### src/dosc_pkg.sv
// Shared constants and types of the dual oscillator clock and mode controller.
// Assumes a 10 MHz system clock that stands in for the fast oscillator clock.
package dosc_pkg;

    // Register port geometry
    localparam int ADDR_W = 4;
    localparam int DATA_W = 8;

    // Register offsets
    localparam logic [3:0] ADDR_SYSCTL2 = 4'h0; // system_control_two
    localparam logic [3:0] ADDR_TBCTL = 4'h1; // timebase_control
    localparam logic [3:0] ADDR_STATUS = 4'h2; // Mode and timing status, read only

    // Field positions in system_control_two
    localparam int FAST_EN_BIT = 7; // fast_osc_enable
    localparam int SLOW_EN_BIT = 6; // slow_osc_enable
    localparam int CORE_SEL_BIT = 5; // core_clock_select
    localparam int HALT_BIT = 4; // core_halt_request, reads zero
    localparam int TG_HALT_BIT = 2; // timing_generator_halt, reads zero

    // Field positions in timebase_control
    localparam int DV7_BIT = 7; // divider_stage7_source
    localparam int TB_EN_BIT = 3; // timebase_timer_enable
    localparam int TB_SEL_LSB = 0; // timebase_source_select, three bits

    // Field positions in the status register
    localparam int ST_MODE_LSB = 0;
    localparam int ST_STATE_LSB = 4;
    localparam int ST_PEND_BIT = 7;

    // Timing generator geometry
    localparam int PRE_W = 2; // Two prescaler stages
    localparam int DIVLO_W = 6; // Divider stages one to six
    localparam int DIVHI_W = 15; // Divider stages seven to twenty-one
    localparam logic [1:0] LAST_STATE = 2'h3; // Four states per machine cycle
    localparam logic [3:0] INSTR_MAX = 4'hA; // Longest instruction in machine cycles
    localparam logic [3:0] INSTR_MIN = 4'h1;

    // Operating modes, Gray coded along the usual paths
    typedef enum logic [2:0] {
        MODE_FSR = 3'h0, // fast_single_run
        MODE_FSH = 3'h1, // fast_single_halt
        MODE_FDR = 3'h2, // fast_dual_run
        MODE_FDH = 3'h3, // fast_dual_halt
        MODE_TBH = 3'h4, // timebase_only_halt
        MODE_SDR = 3'h6, // slow_dual_run
        MODE_SOR = 3'h7 // slow_only_run
    } dosc_mode_e;

    // Register port request
    typedef struct packed {
        logic [ADDR_W-1:0] addr;
        logic [DATA_W-1:0] wdata;
        logic wr;
        logic rd;
    } dosc_bus_s;

    // Clock enables handed to the core and peripherals
    typedef struct packed {
        logic mainEn; // One main system clock period
        logic cpuEn;
        logic wdtEn;
        logic perEn;
        logic tbClkEn;
        logic cycEnd; // Last state of a machine cycle
        logic [1:0] stateNum;
    } dosc_clk_s;

    // Whole state of the controller
    typedef struct packed {
        dosc_mode_e mode;
        logic [PRE_W-1:0] pre;
        logic [DIVLO_W-1:0] divLo;
        logic [DIVHI_W-1:0] divHi;
        logic [3:0] instrCnt;
        logic [2:0] slowSync;
        logic stopPrev;
        logic tbPrev;
        logic fastOscEn;
        logic slowOscEn;
        logic coreClkSel;
        logic dv7Src;
        logic tbTimerEn;
        logic [2:0] tbSel;
        logic tbEnAtEntry;
        logic tbPend;
        logic tbService;
        dosc_clk_s clk;
        logic instrEnd;
        logic wakeSvc;
        logic wakeCont;
        logic [DATA_W-1:0] rdata;
    } dosc_state_s;

    // Reset: fast single run, fast oscillator on
    localparam dosc_state_s ST_RESET = '{mode: MODE_FSR, fastOscEn: 1'b1, default: '0};

endpackage : dosc_pkg

### src/dosc_clock_ctrl.sv
// Dual oscillator clock and operating mode controller: timing generator and mode FSM.
// Assumes clk_sys is the fast clock, the slow clock arrives on a pin, and the
// stop controller, interrupt controller and core sit on clk_sys.
`timescale 1ns/1ns
module dosc_clock_ctrl (
    input wire logic clk_sys,
    input wire logic rst_n,
    input wire dosc_pkg::dosc_bus_s bus,
    output logic [dosc_pkg::DATA_W-1:0] rdData,
    input wire logic slowOscIn,
    input wire logic intReq,
    input wire logic globalIntEnable,
    input wire logic timebaseIntEnable,
    input wire logic timebaseIrqAck,
    input wire logic stopActive,
    input wire logic stopWarmup,
    input wire logic stopFromFast,
    input wire logic [3:0] instrCycles,
    output dosc_pkg::dosc_clk_s clkOut,
    output logic timebaseIrqPend,
    output logic timebaseIrqService,
    output logic wakeToService,
    output logic wakeToContinue,
    output logic instrEnd,
    output logic fastOscRun,
    output logic slowOscRun,
    output logic slowPinsGpio,
    output dosc_pkg::dosc_mode_e modeOut
);

    // Reset release synchroniser
    logic [1:0] rstSync_r;
    logic rstN;

    // Registered state and its next value
    dosc_pkg::dosc_state_s st_r;
    dosc_pkg::dosc_state_s st_nxt;

    // Decoded helpers
    logic slowMode; // Main clock taken from the slow oscillator
    logic slowEdge; // Rising edge of the synchronised slow clock
    logic stopEdge; // Stop mode entered or released
    logic mainTick; // One main system clock period elapses
    logic cycEndNow; // Machine cycle ends in this period
    logic cpuRun; // Mode lets the core execute
    logic lowIn; // Input to divider stage one
    logic lowCarry; // Output of divider stage six
    logic hiIn; // Input to divider stage seven
    logic tbBit; // Selected time base source
    logic tbFall;
    logic wrSys;
    logic wrTb;
    logic haltReq;
    logic tgReq;
    logic [3:0] instrLen;
    logic [3:0] instrCntInc;

    // Reset is asserted at once and released two edges later
    always_ff @(posedge clk_sys or negedge rst_n)
    begin
        if (!rst_n)
            rstSync_r <= 2'h0;
        else
            rstSync_r <= {rstSync_r[0], 1'b1};
    end
    assign rstN = rstSync_r[1];

    // Slow modes take the main clock from the slow oscillator
    // Slow enable is assumed to stay on here, software keeps it so
    assign slowMode = (st_r.mode == dosc_pkg::MODE_SDR) || (st_r.mode == dosc_pkg::MODE_SOR);
    // Only the second and third sync stages are looked at
    assign slowEdge = st_r.slowSync[1] && !st_r.slowSync[2] && st_r.slowOscEn;
    assign stopEdge = stopActive != st_r.stopPrev;
    // One state per fast period or per slow period; none while stopped
    assign mainTick = !stopActive && !stopWarmup && (slowMode ? slowEdge : 1'b1);
    assign cycEndNow = mainTick && (st_r.clk.stateNum == dosc_pkg::LAST_STATE);

    // Stage one input stops in slow modes, so stages one to six stand
    assign lowIn = !stopActive && !slowMode && (st_r.pre == 2'h3);
    assign lowCarry = lowIn && (&st_r.divLo);

    // Stage seven source; a set source bit is only safe with a stable slow clock
    assign hiIn = (stopWarmup && stopFromFast) ? lowCarry :
                  (slowMode || st_r.dv7Src) ? slowEdge : lowCarry;

    // Modes in which the core executes
    assign cpuRun = st_r.mode inside {dosc_pkg::MODE_FSR, dosc_pkg::MODE_FDR,
                                      dosc_pkg::MODE_SDR, dosc_pkg::MODE_SOR};

    // Time base source is one of stages seven to fourteen
    assign tbBit = st_r.divHi[st_r.tbSel];
    assign tbFall = st_r.tbPrev && !tbBit;

    // Register write decode
    assign wrSys = bus.wr && (bus.addr == dosc_pkg::ADDR_SYSCTL2);
    assign wrTb = bus.wr && (bus.addr == dosc_pkg::ADDR_TBCTL);
    assign haltReq = wrSys && bus.wdata[dosc_pkg::HALT_BIT];
    assign tgReq = wrSys && bus.wdata[dosc_pkg::TG_HALT_BIT];

    // Instruction length clamped into the ten legal classes
    assign instrLen = (instrCycles < dosc_pkg::INSTR_MIN) ? dosc_pkg::INSTR_MIN :
                      (instrCycles > dosc_pkg::INSTR_MAX) ? dosc_pkg::INSTR_MAX : instrCycles;
    assign instrCntInc = 4'(st_r.instrCnt + 4'h1);

    // Next state of the whole controller
    always_comb
    begin
        st_nxt = st_r;
        st_nxt.slowSync = {st_r.slowSync[1:0], slowOscIn};
        st_nxt.stopPrev = stopActive;
        st_nxt.tbPrev = tbBit;
        st_nxt.instrEnd = 1'b0;
        st_nxt.wakeSvc = 1'b0;
        st_nxt.wakeCont = 1'b0;

        // Prescaler and divider count, cleared on any stop edge
        if (stopEdge)
        begin
            st_nxt.pre = '0;
            st_nxt.divLo = '0;
            st_nxt.divHi = '0;
        end
        else
        begin
            if (!stopActive && !slowMode)
                st_nxt.pre = 2'(st_r.pre + 2'h1);
            if (lowIn)
                st_nxt.divLo = 6'(st_r.divLo + 6'h1);
            if (hiIn)
                st_nxt.divHi = 15'(st_r.divHi + 15'h1);
        end

        // Machine cycle states S0 to S3
        if (mainTick)
            st_nxt.clk.stateNum = 2'(st_r.clk.stateNum + 2'h1);

        // Count machine cycles of the running instruction
        if (cycEndNow && cpuRun) // Registered enable lags a slow tick, so use the mode
        begin
            if (instrCntInc >= instrLen)
            begin
                st_nxt.instrCnt = 4'h0;
                st_nxt.instrEnd = 1'b1;
            end
            else
                st_nxt.instrCnt = instrCntInc;
        end

        // Software control bits
        if (wrSys)
        begin
            st_nxt.fastOscEn = bus.wdata[dosc_pkg::FAST_EN_BIT];
            st_nxt.slowOscEn = bus.wdata[dosc_pkg::SLOW_EN_BIT];
            st_nxt.coreClkSel = bus.wdata[dosc_pkg::CORE_SEL_BIT];
        end
        if (wrTb)
        begin
            st_nxt.dv7Src = bus.wdata[dosc_pkg::DV7_BIT];
            st_nxt.tbTimerEn = bus.wdata[dosc_pkg::TB_EN_BIT];
            st_nxt.tbSel = bus.wdata[dosc_pkg::TB_SEL_LSB +: 3];
        end

        // Time base latch: acknowledge clears, a new set wins
        if (timebaseIrqAck)
            st_nxt.tbPend = 1'b0;

        // Operating mode transitions
        unique case (st_r.mode)
            dosc_pkg::MODE_FSR:
            begin
                if (tgReq)
                begin
                    st_nxt.mode = dosc_pkg::MODE_TBH;
                    st_nxt.tbEnAtEntry = st_r.tbTimerEn;
                end
                else if (haltReq)
                begin
                    st_nxt.mode = dosc_pkg::MODE_FSH;
                end
                else if (st_r.slowOscEn)
                begin
                    st_nxt.mode = dosc_pkg::MODE_FDR;
                end
            end
            dosc_pkg::MODE_FSH, dosc_pkg::MODE_FDH:
            begin
                // Either halt wakes on any interrupt request
                if (intReq)
                begin
                    st_nxt.mode = (st_r.mode == dosc_pkg::MODE_FSH) ?
                                  dosc_pkg::MODE_FSR : dosc_pkg::MODE_FDR;
                    st_nxt.wakeSvc = globalIntEnable;
                    st_nxt.wakeCont = !globalIntEnable;
                end
            end
            dosc_pkg::MODE_TBH:
            begin
                // Falling edge of the time base source ends the halt
                if (tbFall)
                begin
                    st_nxt.mode = dosc_pkg::MODE_FSR;
                    if (st_r.tbEnAtEntry)
                    begin
                        st_nxt.tbPend = 1'b1;
                    end
                end
            end
            dosc_pkg::MODE_FDR:
            begin
                if (haltReq)
                begin
                    st_nxt.mode = dosc_pkg::MODE_FDH;
                end
                else if (!st_r.slowOscEn)
                begin
                    st_nxt.mode = dosc_pkg::MODE_FSR;
                end
                else if (st_r.coreClkSel && cycEndNow)
                begin
                    st_nxt.mode = dosc_pkg::MODE_SDR;
                end
            end
            dosc_pkg::MODE_SDR:
            begin
                // Source changes wait for the end of a machine cycle
                if (!st_r.coreClkSel && cycEndNow)
                begin
                    st_nxt.mode = dosc_pkg::MODE_FDR;
                end
                else if (!st_r.fastOscEn && cycEndNow)
                begin
                    st_nxt.mode = dosc_pkg::MODE_SOR;
                end
            end
            dosc_pkg::MODE_SOR:
            begin
                if (st_r.fastOscEn && cycEndNow)
                begin
                    st_nxt.mode = dosc_pkg::MODE_SDR;
                end
            end
            default:
            begin
                st_nxt.mode = dosc_pkg::MODE_FSR;
            end
        endcase

        // Interrupt taken only with all three enables set
        st_nxt.tbService = st_r.tbPend && globalIntEnable && timebaseIntEnable && st_r.tbTimerEn;

        // Clock enables; halts keep peripherals, generator halt keeps time base only
        st_nxt.clk.mainEn = mainTick;
        st_nxt.clk.cycEnd = cycEndNow;
        st_nxt.clk.cpuEn = mainTick && cpuRun;
        st_nxt.clk.wdtEn = st_nxt.clk.cpuEn;
        st_nxt.clk.perEn = mainTick && (st_r.mode != dosc_pkg::MODE_TBH);
        st_nxt.clk.tbClkEn = mainTick;

        // Read data stand one cycle after the strobe; unmapped reads zero
        st_nxt.rdata = '0;
        if (bus.rd)
        begin
            unique case (bus.addr)
                dosc_pkg::ADDR_SYSCTL2:
                begin
                    st_nxt.rdata[dosc_pkg::FAST_EN_BIT] = st_r.fastOscEn;
                    st_nxt.rdata[dosc_pkg::SLOW_EN_BIT] = st_r.slowOscEn;
                    st_nxt.rdata[dosc_pkg::CORE_SEL_BIT] = st_r.coreClkSel;
                end
                dosc_pkg::ADDR_TBCTL:
                begin
                    st_nxt.rdata[dosc_pkg::DV7_BIT] = st_r.dv7Src;
                    st_nxt.rdata[dosc_pkg::TB_EN_BIT] = st_r.tbTimerEn;
                    st_nxt.rdata[dosc_pkg::TB_SEL_LSB +: 3] = st_r.tbSel;
                end
                dosc_pkg::ADDR_STATUS:
                begin
                    st_nxt.rdata[dosc_pkg::ST_MODE_LSB +: 3] = st_r.mode;
                    st_nxt.rdata[dosc_pkg::ST_STATE_LSB +: 2] = st_r.clk.stateNum;
                    st_nxt.rdata[dosc_pkg::ST_PEND_BIT] = st_r.tbPend;
                end
                default:
                begin
                    st_nxt.rdata = '0;
                end
            endcase
        end
    end

    // State register; reset lands in fast single run
    always_ff @(posedge clk_sys or negedge rstN)
    begin
        if (!rstN)
            st_r <= dosc_pkg::ST_RESET;
        else
            st_r <= st_nxt;
    end

    // Outputs straight from the state register
    assign rdData = st_r.rdata;
    assign clkOut = st_r.clk;
    assign timebaseIrqPend = st_r.tbPend;
    assign timebaseIrqService = st_r.tbService;
    assign wakeToService = st_r.wakeSvc;
    assign wakeToContinue = st_r.wakeCont;
    assign instrEnd = st_r.instrEnd;
    assign modeOut = st_r.mode;
    // Fast oscillator follows the mode; slow oscillator and slow pin function follow the slow enable bit
    assign fastOscRun = (st_r.mode != dosc_pkg::MODE_SOR);
    assign slowOscRun = st_r.slowOscEn;
    assign slowPinsGpio = !st_r.slowOscEn;
endmodule : dosc_clock_ctrl

### config.mk
export PLATFORM = sky130hd
export DESIGN_NAME = dosc_clock_ctrl
export DESIGN_NICKNAME = d
export VERILOG_FILES = /design/src/dosc_pkg.sv /design/src/dosc_clock_ctrl.sv
export SDC_FILE = /design/constraint.sdc
export NUM_CORES = 1
export LEC_CHECK = 0
export BUFFER_PORTS_ARGS = -buffer_cell sky130_fd_sc_hd__buf_2
export CAP_MARGIN = 20
export CORE_UTILIZATION = 42
export CTS_CLUSTER_DIAMETER = 150
export DETAILED_ROUTE_END_ITERATION = 16
export GPL_ROUTABILITY_DRIVEN = 0
export PLACE_DENSITY = 0.7
export REMOVE_ABC_BUFFERS = 1
export SLEW_MARGIN = 40
export SYNTH_ARGS = -nofsm -noshare
export SYNTH_HDL_FRONTEND = slang
export SYNTH_SLANG_ARGS = --single-unit
### constraint.sdc
create_clock -name clk_sys -period 2.8 [get_ports clk_sys]
set_input_delay 0.14 -clock clk_sys [delete_from_list [all_inputs] [get_ports clk_sys]]
set_output_delay 0.14 -clock clk_sys [all_outputs]
set_load 0.005 [all_outputs]
# Word-level counts from Yosys, hierarchy flattened
# Cells that the tools add are included.
[classes] n_mux=40 magnitude_cmp=4 n_addsub=5 n_reduce_logical=45 eq_ne=19
[ops] cell="$mux W3" count=11
[ops] cell="$logic_and A1 B1 Y1" count=24
[ops] cell="$mux W23" count=1
[ops] cell="$pmux W3 S6" count=1
[ops] cell="$add A15 B1 Y15 const B" count=1
[ops] cell="$mux W15" count=1
[ops] cell="$mux W1" count=13
[ops] cell="$mux W4" count=3
[ops] cell="$reduce_and A6 Y1" count=2
[ops] cell="$eq A3 B3 Y1 const B" count=3
[ops] cell="$logic_not A1 Y1" count=9
[ops] cell="$mux W2" count=4
[ops] cell="$mux W8" count=1
[ops] cell="$add A6 B1 Y6 const B" count=1
[ops] cell="$eq A3 B2 Y1 const B" count=2
[ops] cell="$mux W6" count=1
[ops] cell="$ne A3 B3 Y1 const B" count=2
[ops] cell="$pmux W3 S2" count=1
[ops] cell="$reduce_bool A2 Y1" count=3
[ops] cell="$lt A3 B5 Y1 const B" count=1
[ops] cell="$add A2 B1 Y2 const B" count=2
[ops] cell="$add A4 B1 Y4 const B" count=1
[ops] cell="$eq A2 B2 Y1 const B" count=2
[ops] cell="$eq A4 B1 Y1 const B" count=1
[ops] cell="other kinds (20)" count=22
[word_totals] output_inout_bits=27 in_bits=28 word_cells=140 reg_bits=65

# Longest topological paths before layout
[logic_depth] word_depth=11 ltp_mapped=8 mapped_depth_nobuf=8

# Worst setup path after synthesis
# Ideal clock, no wire load.
[synth_path] path_type="flip-flop to flip-flop" start="register st_r[35] in the netlist's numbering" end="register st_r[37] in the netlist's numbering" setup_slack_ps=895 t_arrival_ps=1838 path_stages_with_launch=7 n_path_buf=0 setup_time_ps=66 required_ps=2734 period_less_slack_ps=1905 cell_sequence="dfrtp_1 ha_1 ha_1 a21o_1 a21o_1 a2111oi_0 a221o_1"
[synth_via] elab_chain_cells=3
[synth_lines] item="start: declaration" line="dosc_clock_ctrl.sv:36" source="dosc_pkg::dosc_state_s st_r;"
[synth_lines] item="start signal: assignment" line="dosc_clock_ctrl.sv:294" source="st_r <= dosc_pkg::ST_RESET;"
[synth_lines] item="start signal: assignment" line="dosc_clock_ctrl.sv:296" source="st_r <= st_nxt;"
[synth_lines] item="$add A4 B1 Y4 (*)" line="dosc_clock_ctrl.sv:103" source="assign instrCntInc = 4'(st_r.instrCnt + 4'h1);"
[synth_lines] item="$ge A4 B4 Y1" line="dosc_clock_ctrl.sv:140" source="if (instrCntInc >= instrLen)"
[synth_lines] item="$mux W4 (*)" line="dosc_clock_ctrl.sv:140"
# Every way passes the cells marked *; elsewhere a longest branch is shown, timed or not.
# A chain may end at the register's enable or synchronous reset.

# Worst setup path after layout
# Ends and elaborated chain as after synthesis.

==> flow_summary.yaml <==
yosys:
  async_flop_share: 1.000
  synthAdderAreaFrac: 0.04082
  synth.top_cells.by_area: "sky130_fd_sc_hd__dfrtp_1 (47%), sky130_fd_sc_hd__buf_4 (4.7%), sky130_fd_sc_hd__ha_1 (3.7%), sky130_fd_sc_hd__mux2_2 (2.6%), sky130_fd_sc_hd__nand2_1 (2.5%)"
  synth.yosys.warnings: 0
  distinct_cell_type_count_after_synthesis: 56
  synth_commonest_cells: "sky130_fd_sc_hd__dfrtp_1 (57), sky130_fd_sc_hd__nand2_1 (20), sky130_fd_sc_hd__buf_4 (19), sky130_fd_sc_hd__nor2_1 (16), sky130_fd_sc_hd__a21oi_1 (12)"
  yosysSeqAreaShare: 0.4835
  synth_simple_gate_area_frac: 0.1845
  post-synth-top-area-fraction: 0.4748
  post_synthesis_compound_gate_area_fraction: 0.1125
  yosys_most_used_dff: "sky130_fd_sc_hd__dfrtp_1"
  synthesis.instances: 282
  synthMuxAreaShare: 0.07080
  yosys_register_bits: 58
  synth_top_family_by_area: "simple AND/OR/NAND/NOR gates"
  synthXorXnorAreaFrac: 0.02915
  number_of_enable_type_register_cells_in_the_synthesized_netlist: 0
  netlist.top_cell.by_area: "sky130_fd_sc_hd__dfrtp_1"
  synth.avg_cell_area_sq_um: 10.65
  yosysMostFrequentCell: "sky130_fd_sc_hd__dfrtp_1"
  synth.cell_area_sq_um: 3004
setup_path:
  delay_heaviest_family_cp: "compound AO/OA/AOI/OAI gates"
  endpoint_kind: "flip-flop"
  critical_path.max_fanout: 5
  timing.rr.start: "st_r[35]"
  crit_path_start_kind: "flip-flop"
  critical-path-slowest-cell: "sky130_fd_sc_hd__a2111oi_0"
  critPathArrivalTime_ns: 2.50
  timing.critical_path.buf_inv: 0
  startpoint: "st_r[35]"
  critPathKind: "reg2reg"
  timing.critical_path.required_ns: 3.08
  max_stage_delay_ns: 0.51
  worstPathCellList: "ha_1 -> ha_1 -> a21o_1 -> a21o_1 -> a2111oi_0 -> a221o_1"
route:
  antenna_left: 0
  detail_route.wl_per_cell_um: 13.55
  detail_route.wirelength_um: 5744
  dr.first_iter.drc_count: 87
  avgViaCountPerCell: 5.118
  drc: 0
  detailedRoute.firstPassIterationCount: 4
  dr_total_vias: 2170
clock_tree:
  htree_num_levels: 3
  clkLatencyLatePin_ns: 0.34
  cts_hold_buf: 4
  tritoncts_clock_tree: "built"
  cts.sinks: 58
  clock_tree.buffer_depth: 2
  resized_after_cts: 0
  cts_bufs_inserted: 9
  cts_root_buffer: "sky130_fd_sc_hd__clkbuf_8"
  clk_pin_slew_ns: 0.06
  post-cts-setup-buffer-count: 0
placed_design:
  dpl.hpwl_um: 4194
  preCtsSetupSlack_ns: 0.6268
  buffer_ports.inserted: 54
layout:
  insertedDiodeCount: 0
  synthToLayoutAreaGrowth_pct: 15.54
  final_net_count: 360
  drive_gt1_frac: 0.2805
  finalCoreUtilization: 0.5053
sta:
  slew_headroom: 0.5221
  post-route-worst-setup-slack_ns: 0.5795
  fmax_mhz: 450.4
  tcrit_tclk_final: 0.7930
  grt_setup_unrepaired: "false"
  hold_slack_ns: 0.01721
  finClkSkew_ns: 0.005038
  finalCriticalPeriod_ns: 2.220
  slew_violations: 0
  final_hold_viol_count: 0
  total_negative_slack_for_setup_checks_ns: 0
  final-setup-viol-count: 0
  timing_worst_slew_pin_value_ns: 0.7093
floorplanning:
  design.die.area_sq_um: 7495
  die_width_um: 86.58
  rows: 30
  floorplan.io_pins: 55
  initial_utilization: 0.4373
  core_sq_um: 6869
  die_height_um: 86.58
global_routing:
  global_route_wire_length_before_repair_um: 9432
  overflow: 0
  number_of_global_route_vias_before_repair: 1996
  antenna_found_initial: 0
  grt_max_degree: 30
  grtUsageTotal: 0.1695
power_and_ir_drop:
  p_leak_nw: 1.651
  powerDensity_nw_per_um2: 732.5
  p_total_mw: 2.542
  ir_worst_vdd_mv: 0.3128
job:
  cap_viol_max_count: 0
hold_path:
  worstHoldStart: "bus[8]"
  min-delay-path-class: "in2reg"
status:
  outcome: "finished, final reports clean"
==> worst min-delay path, cell delays in order <==
cell                      delay (ns)
sky130_fd_sc_hd__buf_2          0.08
sky130_fd_sc_hd__nand2_1        0.03
sky130_fd_sc_hd__o21ai_0        0.07
==> cell usage in the layout (no fill, tap or decap), types with 4 or more instances in the layout <==
cell / instances
sky130_fd_sc_hd__mux2_2: 7
sky130_fd_sc_hd__mux2i_1: 4
sky130_fd_sc_hd__clkbuf_8: 12
sky130_fd_sc_hd__inv_1: 10
sky130_fd_sc_hd__buf_2: 54
sky130_fd_sc_hd__and2_1: 5
sky130_fd_sc_hd__nand2b_1: 4
sky130_fd_sc_hd__or3_1: 7
sky130_fd_sc_hd__a21oi_1: 12
sky130_fd_sc_hd__nand2_1: 20
sky130_fd_sc_hd__a22oi_1: 4
sky130_fd_sc_hd__xor2_1: 5
sky130_fd_sc_hd__and3_1: 4
sky130_fd_sc_hd__nor2b_1: 7
sky130_fd_sc_hd__ha_1: 9
sky130_fd_sc_hd__o31ai_1: 4
sky130_fd_sc_hd__nor2_1: 16
sky130_fd_sc_hd__o21ai_0: 11
sky130_fd_sc_hd__nand3_1: 10
sky130_fd_sc_hd__dfrtp_1: 56
sky130_fd_sc_hd__dlygate4sd3_1: 4
sky130_fd_sc_hd__xnor2_1: 4
==> report_power, final <==
part | internal, mW | switching, mW | total, mW
combinational | 0.321 | 0.326 | 0.646
clock | 0.483 | 0.311 | 0.794
sequential | 0.949 | 0.153 | 1.10
==> registers in the layout, summed over array words and instances, names as in the netlist <==
register,count
clkOut,6
instrEnd,1
modeOut,3
rdData,8
rstSync_r,2
slowOscRun,1
st_nxt,2
st_r,31
timebaseIrqPend,1
timebaseIrqService,1
wakeToContinue,1
wakeToService,1
==> per-stage QoR <==
step | cells | instance area, sq um
6_report | 424 | 3471
2_1_floorplan | 252 | 2809
4_1_cts | 424 | 3471
3_3_place_gp | 404 | 3216
5_1_grt | 424 | 3471
3_5_place_dp | 404 | 3223
==> final timing paths <==
path	to	cells past startpoint	slack [ns]
max	st_r[37]	6	0.58
min	slowOscRun	3	0.02
max reg2reg	st_r[37]	6	0.58
min reg2reg	st_r[56]	1	0.27
max in group asynchronous	st_r[29]	1	2.22
min in group asynchronous	rstSync_r[0]	2	0.10
==> cell families after synthesis <==
logic type                 Yosys count
adders and majority gates           10
other                                1
and+or+nand+nor                     97
xor gates and xnor gates            10
DFF                                 58
buffers and inverters               40
AOI/OAI and AO/OA                   50
muxes                               16
==> layout make-up <==
cell class | instances | area (sq um)
fillers | 626 | 3398
inverters | 10 | 37.54
clock buffers | 14 | 172.7
clock inverters | 2 | 35.03
repair buffers | 60 | 325.3
multi-input cells | 184 | 1326
well taps | 96 | 120.1
flip-flops and latches | 58 | 1454
==> metal layers <==
layer / vias to the layer above / wire [um] / global-route usage
met2: 70 / 2665 / 0.2648
met1: 1018 / 2626 / 0.2169
li1: 1070 / - / -
met5: - / 0 / 0
met3: 12 / 321 / 0.04476
met4: 0 / 130 / 0.08788
(Power assumes the default switching activity.)
